**src/verilog/cit_pkg.sv**
```systemverilog
// Package with lengths, cycle counts, branch classes and states for timing control.
`default_nettype none
package cit_pkg;
    localparam logic [3:0] CIT_MAX_CYCLES = 4'h8;
    localparam logic [1:0] CIT_LEN_1      = 2'h1;
    localparam logic [1:0] CIT_LEN_2      = 2'h2;
    localparam logic [1:0] CIT_LEN_3      = 2'h3;
    localparam logic [3:0] CIT_CYC_1      = 4'h1;
    localparam logic [3:0] CIT_CYC_2      = 4'h2;
    localparam logic [3:0] CIT_CYC_3      = 4'h3;
    localparam logic [3:0] CIT_CYC_4      = 4'h4;
    localparam logic [3:0] CIT_CYC_5      = 4'h5;
    localparam logic [3:0] CIT_CYC_ONE    = 4'h1;
    localparam logic [3:0] CIT_CNT_ZERO   = 4'h0;
    typedef enum logic [1:0] {
        CIT_BR_NONE,
        CIT_BR_COND,
        CIT_BR_BITCLR
    } cit_br_t;
    typedef enum {
        CIT_IDLE,
        CIT_EXEC
    } cit_state_t;
endpackage
`default_nettype wire

```
**src/verilog/cit_counter.sv**
```systemverilog
// Down counter that tracks remaining execution cycles.
`default_nettype none
module cit_counter
    import cit_pkg::*;
(
    input  wire logic       clock_i,
    input  wire logic       reset_n_i,
    input  wire logic       load_i,
    input  wire logic [3:0] value_i,
    output logic      [3:0] count_o
);
    logic [3:0] next_count;
    always_comb begin
        next_count = count_o;
        if (load_i) begin
            next_count = value_i;
        end else if (count_o != CIT_CNT_ZERO) begin
            next_count = count_o - CIT_CYC_ONE;
        end
    end
    always_ff @(posedge clock_i or negedge reset_n_i) begin
        if (!reset_n_i) begin
            count_o <= CIT_CNT_ZERO;
        end else begin
            count_o <= next_count;
        end
    end
endmodule
`default_nettype wire

```
**src/verilog/cit_decode.sv**
```systemverilog
// Opcode decoder giving byte length, base cycles and branch class.
`default_nettype none
module cit_decode
    import cit_pkg::*;
(
    input  wire logic [7:0] opcode_i,
    output logic      [1:0] length_o,
    output logic      [3:0] cycles_o,
    output cit_br_t         branch_o
);
    always_comb begin
        length_o = CIT_LEN_1;
        cycles_o = CIT_CYC_1;
        branch_o = CIT_BR_NONE;
        casez (opcode_i)
            8'hE4, 8'hF4, 8'h23, 8'h33, 8'h03, 8'h13, 8'hC4: begin
                length_o = CIT_LEN_1;
                cycles_o = CIT_CYC_1;
            end
            8'h63: begin
                length_o = CIT_LEN_3;
                cycles_o = CIT_CYC_3;
            end
            8'b1110_1???, 8'b1111_1???, 8'b1100_1???, 8'h00,
            8'hC3, 8'hD3, 8'hB3: begin
                length_o = CIT_LEN_1;
                cycles_o = CIT_CYC_1;
            end
            8'hE5, 8'h74, 8'b1010_1???, 8'b0111_1???, 8'hF5,
            8'b1000_1???, 8'h86, 8'h87, 8'hA6, 8'hA7, 8'h76, 8'h77,
            8'hC0, 8'hD0,
            8'hC5, 8'hC2, 8'hD2, 8'hB2, 8'h82, 8'hB0, 8'h72, 8'hA0,
            8'hA2, 8'h92: begin
                length_o = CIT_LEN_2;
                cycles_o = CIT_CYC_2;
            end
            8'hE6, 8'hE7, 8'hF6, 8'hF7, 8'hC6, 8'hC7, 8'hD6, 8'hD7: begin
                length_o = CIT_LEN_1;
                cycles_o = CIT_CYC_2;
            end
            8'h85, 8'h75, 8'h90: begin
                length_o = CIT_LEN_3;
                cycles_o = CIT_CYC_3;
            end
            8'h93, 8'h83, 8'hE0, 8'hF0, 8'hE2, 8'hE3, 8'hF2, 8'hF3,
            8'h73: begin
                length_o = CIT_LEN_1;
                cycles_o = CIT_CYC_3;
            end
            8'b???1_0001, 8'b???0_0001, 8'h80: begin
                length_o = CIT_LEN_2;
                cycles_o = CIT_CYC_3;
            end
            8'h12, 8'h02: begin
                length_o = CIT_LEN_3;
                cycles_o = CIT_CYC_4;
            end
            8'h22, 8'h32: begin
                length_o = CIT_LEN_1;
                cycles_o = CIT_CYC_5;
            end
            8'h40, 8'h50, 8'h60, 8'h70, 8'b1101_1???: begin
                length_o = CIT_LEN_2;
                cycles_o = CIT_CYC_2;
                branch_o = CIT_BR_COND;
            end
            8'h20, 8'h30, 8'hD5, 8'hB4, 8'b1011_1???: begin
                length_o = CIT_LEN_3;
                cycles_o = CIT_CYC_3;
                branch_o = CIT_BR_COND;
            end
            8'h10: begin
                length_o = CIT_LEN_3;
                cycles_o = CIT_CYC_3;
                branch_o = CIT_BR_BITCLR;
            end
            8'hB5, 8'hB6, 8'hB7: begin
                length_o = CIT_LEN_3;
                cycles_o = CIT_CYC_4;
                branch_o = CIT_BR_COND;
            end
            default: begin
                length_o = CIT_LEN_1;
                cycles_o = CIT_CYC_1;
            end
        endcase
    end
endmodule
`default_nettype wire

```
**src/verilog/cit_timing.sv**
```systemverilog
// Instruction length and execution timing control for the core pipeline.
// Overview of operation
// - No instruction exceeds eight cycles.
// - Accumulator unary ops: one byte, one cycle.
// - XOR immediate into direct: three bytes, three cycles.
// - Accumulator loads take one or two cycles.
// - Register and direct stores: one to three.
// - Direct-to-direct moves: three bytes, three cycles.
// - Indirect RAM writes take two cycles.
// - Pointer load constant: three bytes, three cycles.
// - Code memory reads: one byte, three cycles.
// - External data moves: one byte, three cycles.
// - Push and pop: two bytes, two cycles.
// - Exchanges take one or two cycles.
// - Carry ops one cycle, bit ops two.
// - Carry/zero branches: two bytes, two/three cycles.
// - Bit branches three/four cycles; clear variant clears.
// - Calls, returns, jumps have fixed timing.
// - Decrement branches: two/three or three/four cycles.
// - Compare branches: three/four or four/five cycles.
`default_nettype none
module cit_timing
    import cit_pkg::*;
(
    input  wire logic       clock_i,
    input  wire logic       reset_n_i,
    input  wire logic       issue_i,
    input  wire logic [7:0] opcode_i,
    input  wire logic       taken_i,
    output logic            ready_o,
    output logic      [1:0] length_o,
    output logic      [3:0] cycles_o,
    output logic            clear_bit_o,
    output logic            done_o
);
    logic       [1:0] dec_length;
    logic       [3:0] dec_cycles;
    cit_br_t          dec_branch;
    logic       [3:0] count;
    logic       [3:0] exec_cycles;
    logic             accept;
    cit_state_t       state;
    cit_state_t       next_state;
    logic             next_ready;
    logic       [1:0] next_length;
    logic       [3:0] next_cycles;
    logic             next_clear_bit;
    logic             next_done;

    cit_decode u_decode (
        .opcode_i (opcode_i),
        .length_o (dec_length),
        .cycles_o (dec_cycles),
        .branch_o (dec_branch)
    );

    cit_counter u_counter (
        .clock_i   (clock_i),
        .reset_n_i (reset_n_i),
        .load_i    (accept),
        .value_i   (exec_cycles),
        .count_o   (count)
    );

    always_comb begin
        accept      = issue_i && ready_o;
        exec_cycles = dec_cycles;
        if (dec_branch != CIT_BR_NONE && taken_i) begin
            exec_cycles = dec_cycles + CIT_CYC_ONE;
        end
        if (exec_cycles > CIT_MAX_CYCLES) begin
            exec_cycles = CIT_MAX_CYCLES;
        end
        exec_cycles = exec_cycles - CIT_CYC_ONE;
    end

    always_comb begin
        next_state     = state;
        next_ready     = ready_o;
        next_length    = length_o;
        next_cycles    = cycles_o;
        next_clear_bit = 1'b0;
        next_done      = 1'b0;
        case (state)
            CIT_IDLE: begin
                if (accept) begin
                    next_length    = dec_length;
                    next_cycles    = exec_cycles + CIT_CYC_ONE;
                    next_clear_bit = (dec_branch == CIT_BR_BITCLR)
                                     && taken_i;
                    if (exec_cycles == CIT_CNT_ZERO) begin
                        next_done = 1'b1;
                    end else begin
                        next_ready = 1'b0;
                        next_state = CIT_EXEC;
                    end
                end
            end
            CIT_EXEC: begin
                if (count == CIT_CYC_ONE) begin
                    next_ready = 1'b1;
                    next_done  = 1'b1;
                    next_state = CIT_IDLE;
                end
            end
            default: begin
                next_state = CIT_IDLE;
                next_ready = 1'b1;
            end
        endcase
    end

    always_ff @(posedge clock_i or negedge reset_n_i) begin
        if (!reset_n_i) begin
            state       <= CIT_IDLE;
            ready_o     <= 1'b1;
            length_o    <= CIT_LEN_1;
            cycles_o    <= CIT_CYC_1;
            clear_bit_o <= 1'b0;
            done_o      <= 1'b0;
        end else begin
            state       <= next_state;
            ready_o     <= next_ready;
            length_o    <= next_length;
            cycles_o    <= next_cycles;
            clear_bit_o <= next_clear_bit;
            done_o      <= next_done;
        end
    end
endmodule
`default_nettype wire
```
**config.mk**
```make
export PLATFORM = sky130hd
export DESIGN_NAME = cit_timing
export DESIGN_NICKNAME = d
export VERILOG_FILES = /design/src/verilog/cit_pkg.sv /design/src/verilog/cit_counter.sv /design/src/verilog/cit_decode.sv /design/src/verilog/cit_timing.sv
export SDC_FILE = /design/constraint.sdc
export NUM_CORES = 1
export LEC_CHECK = 0
export ABC_AREA = 1
export BUFFER_PORTS_ARGS = -buffer_cell sky130_fd_sc_hd__buf_4
export CORE_MARGIN = 1
export CORE_UTILIZATION = 36
export DETAILED_ROUTE_END_ITERATION = 10
export GPL_ROUTABILITY_DRIVEN = 1
export PLACE_DENSITY = 0.53
export SLEW_MARGIN = 30
export SYNTH_ARGS = -nofsm -noshare
export SYNTH_HDL_FRONTEND = slang
export SYNTH_HIERARCHICAL = 1
export SYNTH_SLANG_ARGS = --single-unit
```
**constraint.sdc**
```tcl
create_clock -name clock_i -period 2.2 [get_ports clock_i]
set_input_delay 0.33 -clock clock_i [delete_from_list [all_inputs] [get_ports clock_i]]
set_output_delay 0.33 -clock clock_i [all_outputs]
set_load 0.01 [all_outputs]
```
==> flow_summary.json, run 1 <==
{
  "powerDensity_nw_per_um2": 544.5,
  "p_sw_w": 0.0006496,
  "gp_congestion": 0.8926,
  "timing.final.crit_share_pct": 107.1,
  "gr-total-overflow": 0,
  "worst_slack_ns": -0.1570,
  "synth-xor-area-share_pct": 0.5486,
  "clock_path_buffers": 2,
  "final_nets": 404,
  "fmax_mhz": 424.3,
  "dieArea_um2": 4705,
  "crit_fanout": 5,
  "rrSetupSlack_ns": 0.86,
  "setup_viol": 8,
  "fin_crit_ns": 2.357,
  "vdd_drop_max_mv": 0.3541,
  "p_leak_nw": 1.527,
  "arrival_ns": 2.49,
  "ys_ff_latch": 14,
  "end_kind": "register",
  "finalHoldViolCount": 0,
  "clk_latency_ns": 0.24,
  "nFillCells": 322,
  "syn2layout_area_growth_pct": 82.37,
  "fin_tns_setup_ns": -0.8871,
  "wire_per_inst_um": 13.83,
  "rr_worst_depth": 5,
  "hpwl_um": 3749,
  "async_reset_ff_share_pct": 100.0,
  "finalMaxSlewViolations": 0,
  "wirelength_um": 6028,
  "via_per_inst": 4.924,
  "yosysSeqAreaShare_pct": 22.18,
  "synth_edf_count": 0,
  "drive_above_1_share_pct": 54.40,
  "vias": 2147,
  "synth_top_family_by_area": "simple AND/OR/NAND/NOR gates",
  "power.share.combinational_pct": 54.1,
  "grt_max_degree": 15,
  "cts_made_buffers": 3,
  "yosys_warnings": 6,
  "die-height_um": 68.60,
  "critPathMaxStageDelay_ns": 0.19,
  "p_int_w": 0.0009357,
  "synth_area_per_cell_um2": 5.505,
  "path_clk_slew_ns": 0.06,
  "synthCells": 290,
  "ys_types": 27,
  "clockRootBuffer": "clkbuf_8",
  "violations": "negative setup slack",
  "crit_type": "input pin to register",
  "initial_core_util_pct": 38.80,
  "r2r_end": "cycles_o[2]$_DFFE_PN0P_",
  "drv_cap": 0,
  "cts.sinks": 14,
  "p_clk_share_pct": 15.6,
  "synth_fp_nets": 307,
  "skew_ns": 0.001104,
  "grt_antenna_before_repair": 0,
  "worstHoldStart": "taken_i",
  "hp-class": "input pin to register",
  "die_w_um": 68.60,
  "drc": 0,
  "diodes": 0,
  "grt_pass1_vias": 1906,
  "synth_mux_area_share_pct": 0,
  "ant_nets": 0,
  "slowest_stage": "nor2_1",
  "cts_tree": "yes",
  "grt.total_usage_pct": 24.79,
  "port_buffers": 20,
  "cts_max_level": 1,
  "drt_pass1_iterations": 4,
  "synth_compound_area_share_pct": 6.897,
  "worst_path_most_repeated_cell": "nand2_2",
  "swShare_pct": 40.97,
  "min_to": "clear_bit_o$_DFF_PN0_",
  "synth_area_um2": 1597,
  "start_kind": "input pin",
  "status": "finished, violations left",
  "whs_ns": 0.4354,
  "synth_fa_ha_area_share_pct": 3.918,
  "rsz0062_at_grt": "yes",
  "min_path_cells": 3,
  "rows": 23,
  "pin_count": 21,
  "synth_simple_gate_area_share_pct": 55.41,
  "rr_startpoint": "ready_o$_DFFE_PN1P_",
  "worstPathRequired_ns": 2.33,
  "p_seq_share_pct": 30.3,
  "ys.flop_type": "dfrtp_1",
  "grt_pass1_wl_um": 8652,
  "fp.coreArea_um2": 4115,
  "drt_iter0_markers": 190
}
-- metal layers --
layer	track usage [%]	part of all wire, %	vias to the layer above
met1	35.04	45	963
li1	-	-	1089
met2	39.58	47	79
met4	4.688	2.5	0
met3	3.783	5.6	16
met5	0	0	-
-- layout by cell type (no fill, tap or decap), drive strengths merged --
master / instances
nand4: 3
a21oi: 4
nand3b: 2
inv: 41
dlygate4sd3: 1
nand2: 111
dfrtp: 11
clkinv: 1
xor2: 1
nor4: 1
buf: 93
a21boi: 1
conb: 1
clkbuf: 4
o21a: 1
nand3: 18
nor3: 4
dfstp: 3
ha: 5
o21ai: 13
nor2: 66
a31oi: 1
-- worst max-delay path, delay by kind of cell --
family / cells / cell delay, ns
adders and majority gates: 1 / 0.16
and+or+nand+nor: 16 / 1.47
buffers and inverters: 7 / 0.42
AOI/OAI and AO/OA: 1 / 0.12
-- timing repair --
action                                 4_1_cts  5_1_grt
pin swaps                                   20       44
endpoints found under the hold margin       11        0
gates resized for setup                     59       71
setup endpoints to repair                    8       10
buffers inserted                            22        8
hold buffers                                 1        0
-- layout make-up --
| cell class | instances | area (um^2) | share of cell area [%] |
|---|---|---|---|
| timing repair buffer | 94 | 783.3 | 26.90 |
| tap | 50 | 62.56 | 2.149 |
| clock buffer | 4 | 55.05 | 1.891 |
| inverter | 42 | 182.7 | 6.274 |
| sequential | 14 | 354.1 | 12.16 |
| multi-input combinational | 232 | 1474 | 50.62 |
-- worst max path at each step --
stage,startpoint,endpoint
6_report,opcode_i[5],u_counter/count_o[2]$_DFFE_PN0P_
5_1_grt,opcode_i[5],u_counter/count_o[2]$_DFFE_PN0P_
4_1_cts,opcode_i[0],u_counter/count_o[2]$_DFFE_PN0P_
3_5_place_dp,opcode_i[4],u_counter/count_o[2]$_DFFE_PN0P_
3_3_place_gp,opcode_i[4],u_counter/count_o[2]$_DFFE_PN0P_
2_1_floorplan,opcode_i[3],u_counter/count_o[2]$_DFFE_PN0P_
-- metrics by stage --
step	std cells	util, %	setup WS [ns]	total power (W)	cell area (um^2)
after CTS	428	62.75	0.001249	0.001496	2582
final	436	70.75	-0.1570	0.001585	2912
after floorplan	290	-	-0.1256	0.0009136	1672
after detailed placement	401	52.96	-0.5353	0.001184	2180
after global placement	401	52.96	-0.5877	0.001183	2180
after global routing	436	70.75	-0.3075	0.001722	2912
-- logic make-up after synthesis --
logic type	Yosys count
compound gates	20
buf+inv	44
xor+xnor	1
flops	14
other cells	1
fa+ha+maj	5
simple gates	205
-- power by group through the flow --
stage,sequential (W),combinational (W),clock (W)
finish,0.000481,0.000857,0.000247
floorplan,0.000487,0.000426,0
CTS,0.000477,0.000766,0.000254
global route,0.000496,0.000960,0.000265
global placement,0.000482,0.000701,0
detailed placement,0.000478,0.000705,0
-- sequential cells by signal, indices dropped and copies added (netlist names) --
signal and flops:
ready_o 1, clear_bit_o 1, length_o 2, cycles_o 4
done_o 1, state 1, u_counter/count_o 4
-- synth_stat cells, types with 2 or more instances --
cell type | number | area share [%]
ha_1 | 5 | 3.9
nand3b_1 | 2 | 0.94
o21ai_1 | 7 | 2.2
nand2_2 | 10 | 3.9
dfstp_2 | 3 | 4.9
nand2_1 | 100 | 24
nor3_1 | 4 | 1.3
nand3_1 | 16 | 5.0
a21oi_1 | 4 | 1.3
o21ai_0 | 5 | 1.6
buf_4 | 2 | 0.94
dfrtp_1 | 11 | 17
nor2_2 | 8 | 3.1
inv_1 | 41 | 9.6
nor2_1 | 58 | 14
nand4_1 | 3 | 1.2
No activity file was read; power rests on OpenSTA's default activity.
==> run 2: changes to the inputs <==
--- a/config.mk
+++ b/config.mk
@@ -9,8 +9,9 @@
 export BUFFER_PORTS_ARGS = -buffer_cell sky130_fd_sc_hd__buf_4
 export CORE_MARGIN = 1
-export CORE_UTILIZATION = 36
+export CORE_UTILIZATION = 62
 export DETAILED_ROUTE_END_ITERATION = 10
 export GPL_ROUTABILITY_DRIVEN = 1
-export PLACE_DENSITY = 0.53
+export PLACE_DENSITY = 0.84
+export REMOVE_ABC_BUFFERS = 1
 export SLEW_MARGIN = 30
 export SYNTH_ARGS = -nofsm -noshare
==> constraint.sdc (replaced) <==
create_clock -name clock_i -period 2.2 [get_ports clock_i]
set_input_delay 0.11 -clock clock_i [delete_from_list [all_inputs] [get_ports clock_i]]
set_output_delay 0.11 -clock clock_i [all_outputs]
set_load 0.01 [all_outputs]
==> flow_summary.json, run 2 <==
{
  "status": "stopped before the end",
  "stop_stage": "global routing",
  "error": "[ERROR DPL-0038] Utilization greater than 100%, impossible to legalize",
  "cts.sinks": 14,
  "initial_core_util_pct": 65.04,
  "clockRootBuffer": "clkbuf_4",
  "clock_path_buffers": 2,
  "synthCells": 290,
  "ys_types": 27,
  "synth_area_per_cell_um2": 5.505,
  "synth_area_leader_cell": "nand2_1",
  "crit_endpoint": "state[0]$_DFFE_PN0P_/D",
  "synth_area_um2": 1597,
  "gp_congestion": 1.018,
  "yosysMostFrequentCell": "nand2_1",
  "port_buffers": 20,
  "hpwl_um": 3882,
  "async_reset_ff_share_pct": 100.0,
  "synthDominantCellAreaShare_pct": 23.51,
  "ys_ff_latch": 14,
  "pin_count": 21,
  "yosysSeqAreaShare_pct": 22.18,
  "die_w_um": 52.75,
  "synth_area_leaders": "nand2_1 24%, dfrtp_1 17%, nor2_1 14%, inv_1 9.6%, nand3_1 5.0%",
  "die-height_um": 52.75,
  "rows": 18,
  "ys.flop_type": "dfrtp_1",
  "cts_max_level": 1,
  "dpl.cell_count": 383,
  "yosys_warnings": 6,
  "grt_max_degree": 15,
  "synth_edf_count": 0,
  "place_area_um2": 2107,
  "ys_top_cells_by_count": "100 x nand2_1, 58 x nor2_1, 41 x inv_1, 16 x nand3_1, 11 x dfrtp_1",
  "cts_made_buffers": 3,
  "endpoint_type": "sequential cell input"
}
[run 2: stage by stage]
step	utilization (%)	setup slack (ns)
4_1_cts	90.72	0.007295
3_5_place_dp	85.83	-0.3351
3_3_place_gp	85.83	-0.2283
2_1_floorplan	-	0.06361
[run 2: cell families after synthesis]
logic type | Yosys count | synth area share (%)
and+or+nand+nor | 205 | 55.41
buffers and inverters | 44 | 10.81
AOI/OAI and AO/OA | 20 | 6.897
DFF | 14 | 22.18
adders and majority gates | 5 | 3.918
xor gates and xnor gates | 1 | 0.5487
other | 1 | 0.2349
[run 2: repair_timing]
item	CTS
pin swaps	5
hold buffers	1
setup endpoints to repair	5
hold endpoints to repair	14
buffers inserted	4
resized for setup	15
==> run 3: changes to the inputs <==
- CORE_UTILIZATION: 62 -> 40
- PLACE_DENSITY: 0.84 -> unset
- PLACE_DENSITY_LB_ADDON: unset -> 0.15
==> flow_summary.json, run 3 (synthesis gave the netlist of run 1 again) <==
{
  "fmax_mhz": 469.8,
  "place_area_um2": 2152,
  "gr-total-overflow": 0,
  "skew_ns": 0.002832,
  "powerDensity_nw_per_um2": 575.1,
  "fin_crit_ns": 2.129,
  "fp.coreArea_um2": 3744,
  "grt_pass1_wl_um": 8121,
  "drt_pass1_iterations": 5,
  "via_per_inst": 5.150,
  "wire_per_inst_um": 13.62,
  "die-height_um": 65.18,
  "p_sw_w": 0.0006408,
  "rr_worst_depth": 5,
  "p_seq_share_pct": 30.3,
  "drc": 0,
  "start_kind": "input pin",
  "drt_iter0_markers": 215,
  "status": "complete, no violations",
  "crit_fanout": 4,
  "hp-class": "input pin to register",
  "final_nets": 390,
  "finalHoldViolCount": 0,
  "worstPathRequired_ns": 2.34,
  "fin_util_pct": 72.16,
  "grt_max_degree": 15,
  "syn2layout_area_growth_pct": 69.20,
  "min_path_cells": 3,
  "finalMaxSlewViolations": 0,
  "vias": 2163,
  "reg.largest.list": "cycles_o (4), u_counter/count_o (4), length_o (2)",
  "grt_antenna_before_repair": 0,
  "cts_made_buffers": 3,
  "rows": 22,
  "critPathLaunch": "opcode_i[0]",
  "setup_viol": 0,
  "hpwl_um": 3898,
  "drive_above_1_share_pct": 47.85,
  "gp_congestion": 0.9727,
  "dieArea_um2": 4248,
  "initial_core_util_pct": 42.65,
  "power.share.combinational_pct": 53.5,
  "path_clk_slew_ns": 0.06,
  "end_kind": "register",
  "power_w": 0.001553,
  "worstHoldStart": "taken_i",
  "timing.final.crit_share_pct": 96.75,
  "rrSetupSlack_ns": 0.83,
  "grt_pass1_vias": 1795,
  "port_buffers": 20,
  "final_cell_mix": "77 x nand2_1, 67 x buf_4, 36 x nor2_1, 28 x inv_1, 25 x nand2_2",
  "vdd_drop_max_mv": 0.2829,
  "wirelength_um": 5720,
  "final_common_cell": "nand2_1",
  "cts_tree": "yes",
  "post-place-ws_ns": -0.3368,
  "worst_slack_ns": 0.07147,
  "grt.total_usage_pct": 24.39,
  "cts_max_level": 1,
  "clk_latency_ns": 0.25,
  "diodes": 0,
  "rr_startpoint": "ready_o$_DFFE_PN1P_",
  "cts.sinks": 14,
  "swShare_pct": 41.25,
  "clock_path_buffers": 2,
  "p_clk_share_pct": 16.2,
  "crit_type": "input pin to register",
  "clockRootBuffer": "clkbuf_8",
  "arrival_ns": 2.26,
  "die_w_um": 65.18,
  "p_leak_nw": 1.453,
  "p_int_w": 0.0009127,
  "drv_cap": 0,
  "final_area_um2": 2701,
  "pin_count": 21,
  "ant_nets": 0
}
==> run 3: critical path, stage by stage <==
cell,delay (ns)
buf_4,0.14
inv_2,0.08
nand2_2,0.10
nor2_2,0.07
nand2_1,0.05
nand2_1,0.05
nor2_2,0.16
nand2_1,0.11
nor2_4,0.15
nand3_4,0.12
nand2_2,0.09
inv_2,0.04
nand3_2,0.06
nand2_2,0.05
nand2_2,0.07
inv_2,0.06
nor2_4,0.12
inv_2,0.06
ha_4,0.15
inv_1,0.06
nand2_2,0.05
nand2_2,0.07
inv_1,0.05
o21ai_1,0.15
nor2_2,0.04
==> run 3: metrics by stage <==
stage / TNS [ns] / std cells / hold WS (ns)
6_report: 0 / 420 / 0.2084
4_1_cts: 0 / 410 / 0.2119
5_1_grt: -0.3867 / 420 / 0.2247
3_5_place_dp: -1.771 / 404 / -0.03062
3_3_place_gp: -1.697 / 404 / -0.03253
2_1_floorplan: 0 / 288 / -0.1856
==> run 3: worst paths after layout <==
check | end
min in group asynchronous | length_o[1]$_DFFE_PN0P_
max in group asynchronous | cycles_o[0]$_DFFE_PN1P_
setup / recovery | u_counter/count_o[2]$_DFFE_PN0P_
hold reg to reg | length_o[0]$_DFFE_PN1P_
setup reg to reg | cycles_o[1]$_DFFE_PN0P_
hold / removal | clear_bit_o$_DFF_PN0_
==> run 3: timing repair <==
item	in CTS	in global routing
buffers inserted	1	10
endpoints found under the hold margin	14	0
setup endpoints to repair	5	7
hold buffers	1	0
pin swaps	5	38
gates resized for setup	15	106
==> run 3: power by group through the flow <==
| stage | registers, W | clock network [W] | logic (W) |
|---|---|---|---|
| after floorplan | 0.000487 | 0 | 0.000400 |
| after global placement | 0.000468 | 0 | 0.000681 |
| after detailed placement | 0.000474 | 0 | 0.000693 |
| after CTS | 0.000469 | 0.000256 | 0.000707 |
| after global routing | 0.000481 | 0.000265 | 0.000929 |
| final | 0.000470 | 0.000252 | 0.000831 |
==> run 3: final cells by class <==
class,count,area (um^2)
fillers,278,1042
flip-flops and latches,14,354.1
multi-input cells,232,1391
clock buffers,4,55.05
repair buffers,80,668.1
inverters,42,172.7
well taps,48,60.06
==> run 3: per-layer routing <==
metal / routed length, um / vias up / track usage (%)
li1: - / 1054 / -
met1: 2530 / 995 / 36.72
met2: 2636 / 96 / 37.63
met3: 428 / 18 / 2.778
met4: 125 / 0 / 3.804
met5: 0 / - / 0
==> run 4: changes to the inputs <==
- CORE_AREA: unset -> 2 2 63 65
- CORE_MARGIN: 1 -> unset
- CORE_UTILIZATION: 40 -> unset
- DIE_AREA: unset -> 0 0 65 67
==> flow_summary.json, run 4 (synthesis gave the netlist of run 1 again) <==
{
  "wire_per_inst_um": 14.50,
  "vias": 2226,
  "start_kind": "input pin",
  "rr_worst_depth": 5,
  "wirelength_um": 6088,
  "swShare_pct": 41.51,
  "end_kind": "register",
  "ant_nets": 0,
  "gr-total-overflow": 0,
  "path_delay_family": "simple AND/OR/NAND/NOR gates",
  "power.share.combinational_pct": 54.0,
  "cp_cell_sequence": "buf_6 -> inv_4 -> nor2_2 -> buf_4 -> nand3_1 -> nand2_1 -> nor2_2 -> nand2_1 -> nor2_2 -> nand3_2 -> buf_6 -> ha_4 -> inv_2 -> nand2_4 -> nand3_4 -> ha_4 -> inv_2 -> nand2_2 -> nand2_2 -> inv_2 -> o21ai_2 -> nor2_2",
  "path_buf_inv": 7,
  "drv_cap": 0,
  "p_clk_share_pct": 16.0,
  "violations": "negative setup slack",
  "seqCellArea_um2": 354.1,
  "clock_path_buffers": 2,
  "cts.sinks": 14,
  "grt_antenna_before_repair": 0,
  "rr_startpoint": "ready_o$_DFFE_PN1P_",
  "status": "finished, violations left",
  "hp-class": "input pin to asynchronous set/reset pin",
  "grt.total_usage_pct": 23.81,
  "grt_max_degree": 15,
  "rsz0062_at_grt": "yes",
  "arrival_ns": 2.45,
  "final_area_um2": 2719,
  "worstPathRequired_ns": 2.34,
  "fp.coreArea_um2": 3606,
  "grt_pass1_wl_um": 8086,
  "drt_pass1_iterations": 5,
  "fin_crit_ns": 2.311,
  "slowest_stage": "ha_4",
  "whs_ns": 0.2390,
  "final_cell_mix": "76 x nand2_1, 61 x buf_4, 31 x nor2_1, 25 x nand2_2",
  "fmax_mhz": 432.7,
  "post-place-ws_ns": -0.4045,
  "crit_fanout": 4,
  "grt_pass1_vias": 1866,
  "setup_viol": 4,
  "crit_type": "input pin to register",
  "timing.final.crit_share_pct": 105.1,
  "drt_iter0_markers": 243,
  "clk_latency_ns": 0.25,
  "skew_ns": 0.005219,
  "final_nets": 390,
  "place_area_um2": 2182,
  "critPathLaunch": "opcode_i[5]",
  "drive_above_1_share_pct": 51.34,
  "via_per_inst": 5.300,
  "cts_tree": "yes",
  "worst_slack_ns": -0.1112,
  "drc": 0,
  "dieArea_um2": 4355,
  "gp_congestion": 0.9876,
  "critPathMaxStageDelay_ns": 0.25,
  "finalMaxSlewViolations": 0,
  "cts_max_level": 1,
  "path_clk_slew_ns": 0.06,
  "p_seq_share_pct": 30.0,
  "hpwl_um": 3791,
  "finalHoldViolCount": 0,
  "die_w_um": 65,
  "powerDensity_nw_per_um2": 579.5,
  "p_leak_nw": 1.453,
  "vdd_drop_max_mv": 0.2989,
  "initial_core_util_pct": 44.27,
  "rrSetupSlack_ns": 0.88,
  "worst_path_most_repeated_cell": "nor2_2",
  "clockRootBuffer": "clkbuf_8",
  "p_sw_w": 0.0006539,
  "rows": 22,
  "reg.largest.list": "cycles_o (4), u_counter/count_o (4), length_o (2)",
  "pin_count": 21,
  "die-height_um": 67,
  "final_common_cell": "nand2_1",
  "p_int_w": 0.0009216,
  "syn2layout_area_growth_pct": 70.30,
  "cts_made_buffers": 3,
  "port_buffers": 20,
  "nFillCells": 253,
  "multi_input_area_um2": 1400,
  "diodes": 0,
  "cp_num_cells": 22
}
run 4: changes by cell type in the layout (fill, tap and decap cells not counted), moves of 3 or more:
cell / delta
buf_4: -6
nor2_4: -3
nor2_2: +8
inv_1: -4
inv_2: +6
buf_6: +7
nor2_1: -5
run 4: timing repair:
| item | in CTS | in global routing |
|---|---|---|
| gates resized for setup | 22 | 110 |
| hold endpoints to repair | 14 | 0 |
| pin swaps | 6 | 41 |
| endpoints found under the setup margin | 6 | 8 |
| setup buffers | 1 | 6 |
| hold buffers | 1 | 0 |
run 4: power by group through the flow:
stage                     clock [W]  combinational, W  sequential, W
final                      0.000253          0.000851       0.000472
after global routing       0.000265          0.000943       0.000488
after detailed placement          0          0.000697       0.000475
after CTS                  0.000253          0.000725       0.000471
after global placement            0          0.000687       0.000468
after floorplan                   0          0.000400       0.000487
run 4: path summary, 6_finish.rpt:
check | end
max | u_counter/count_o[2]$_DFFE_PN0P_
min | done_o$_DFF_PN0_
max reg2reg | cycles_o[2]$_DFFE_PN0P_
min reg2reg | length_o[0]$_DFFE_PN1P_
max in group asynchronous | length_o[0]$_DFFE_PN1P_
min in group clock_i | length_o[0]$_DFFE_PN1P_
run 4: layer usage:
metal | share of wire, % | GRT usage, % | wire length (um)
met5 | 0 | 0 | 0
met4 | 4.7 | 7.181 | 287
met3 | 11 | 2.365 | 644
met2 | 45 | 38.79 | 2767
met1 | 39 | 33.06 | 2388
run 4: cell type report:
class                           instances  share of cell area [%]
Clock buffer                            4                   2.025
Inverter                               42                   5.983
Multi-Input combinational cell        232                   51.50
Sequential cell                        14                   13.02
Tap cell                               48                   2.209
Timing Repair Buffer                   80                   25.26
run 4: stage by stage:
step | utilization (%) | setup TNS (ns) | power [W] | instances
final | 75.40 | -0.1847 | 0.001575 | 420
after global routing | 75.40 | -0.9356 | 0.001696 | 420
after CTS | 64.64 | 0 | 0.001449 | 414
after detailed placement | 60.51 | -2.082 | 0.001172 | 408
after global placement | 60.51 | -1.739 | 0.001155 | 408
after floorplan | - | 0 | 0.0008869 | 288
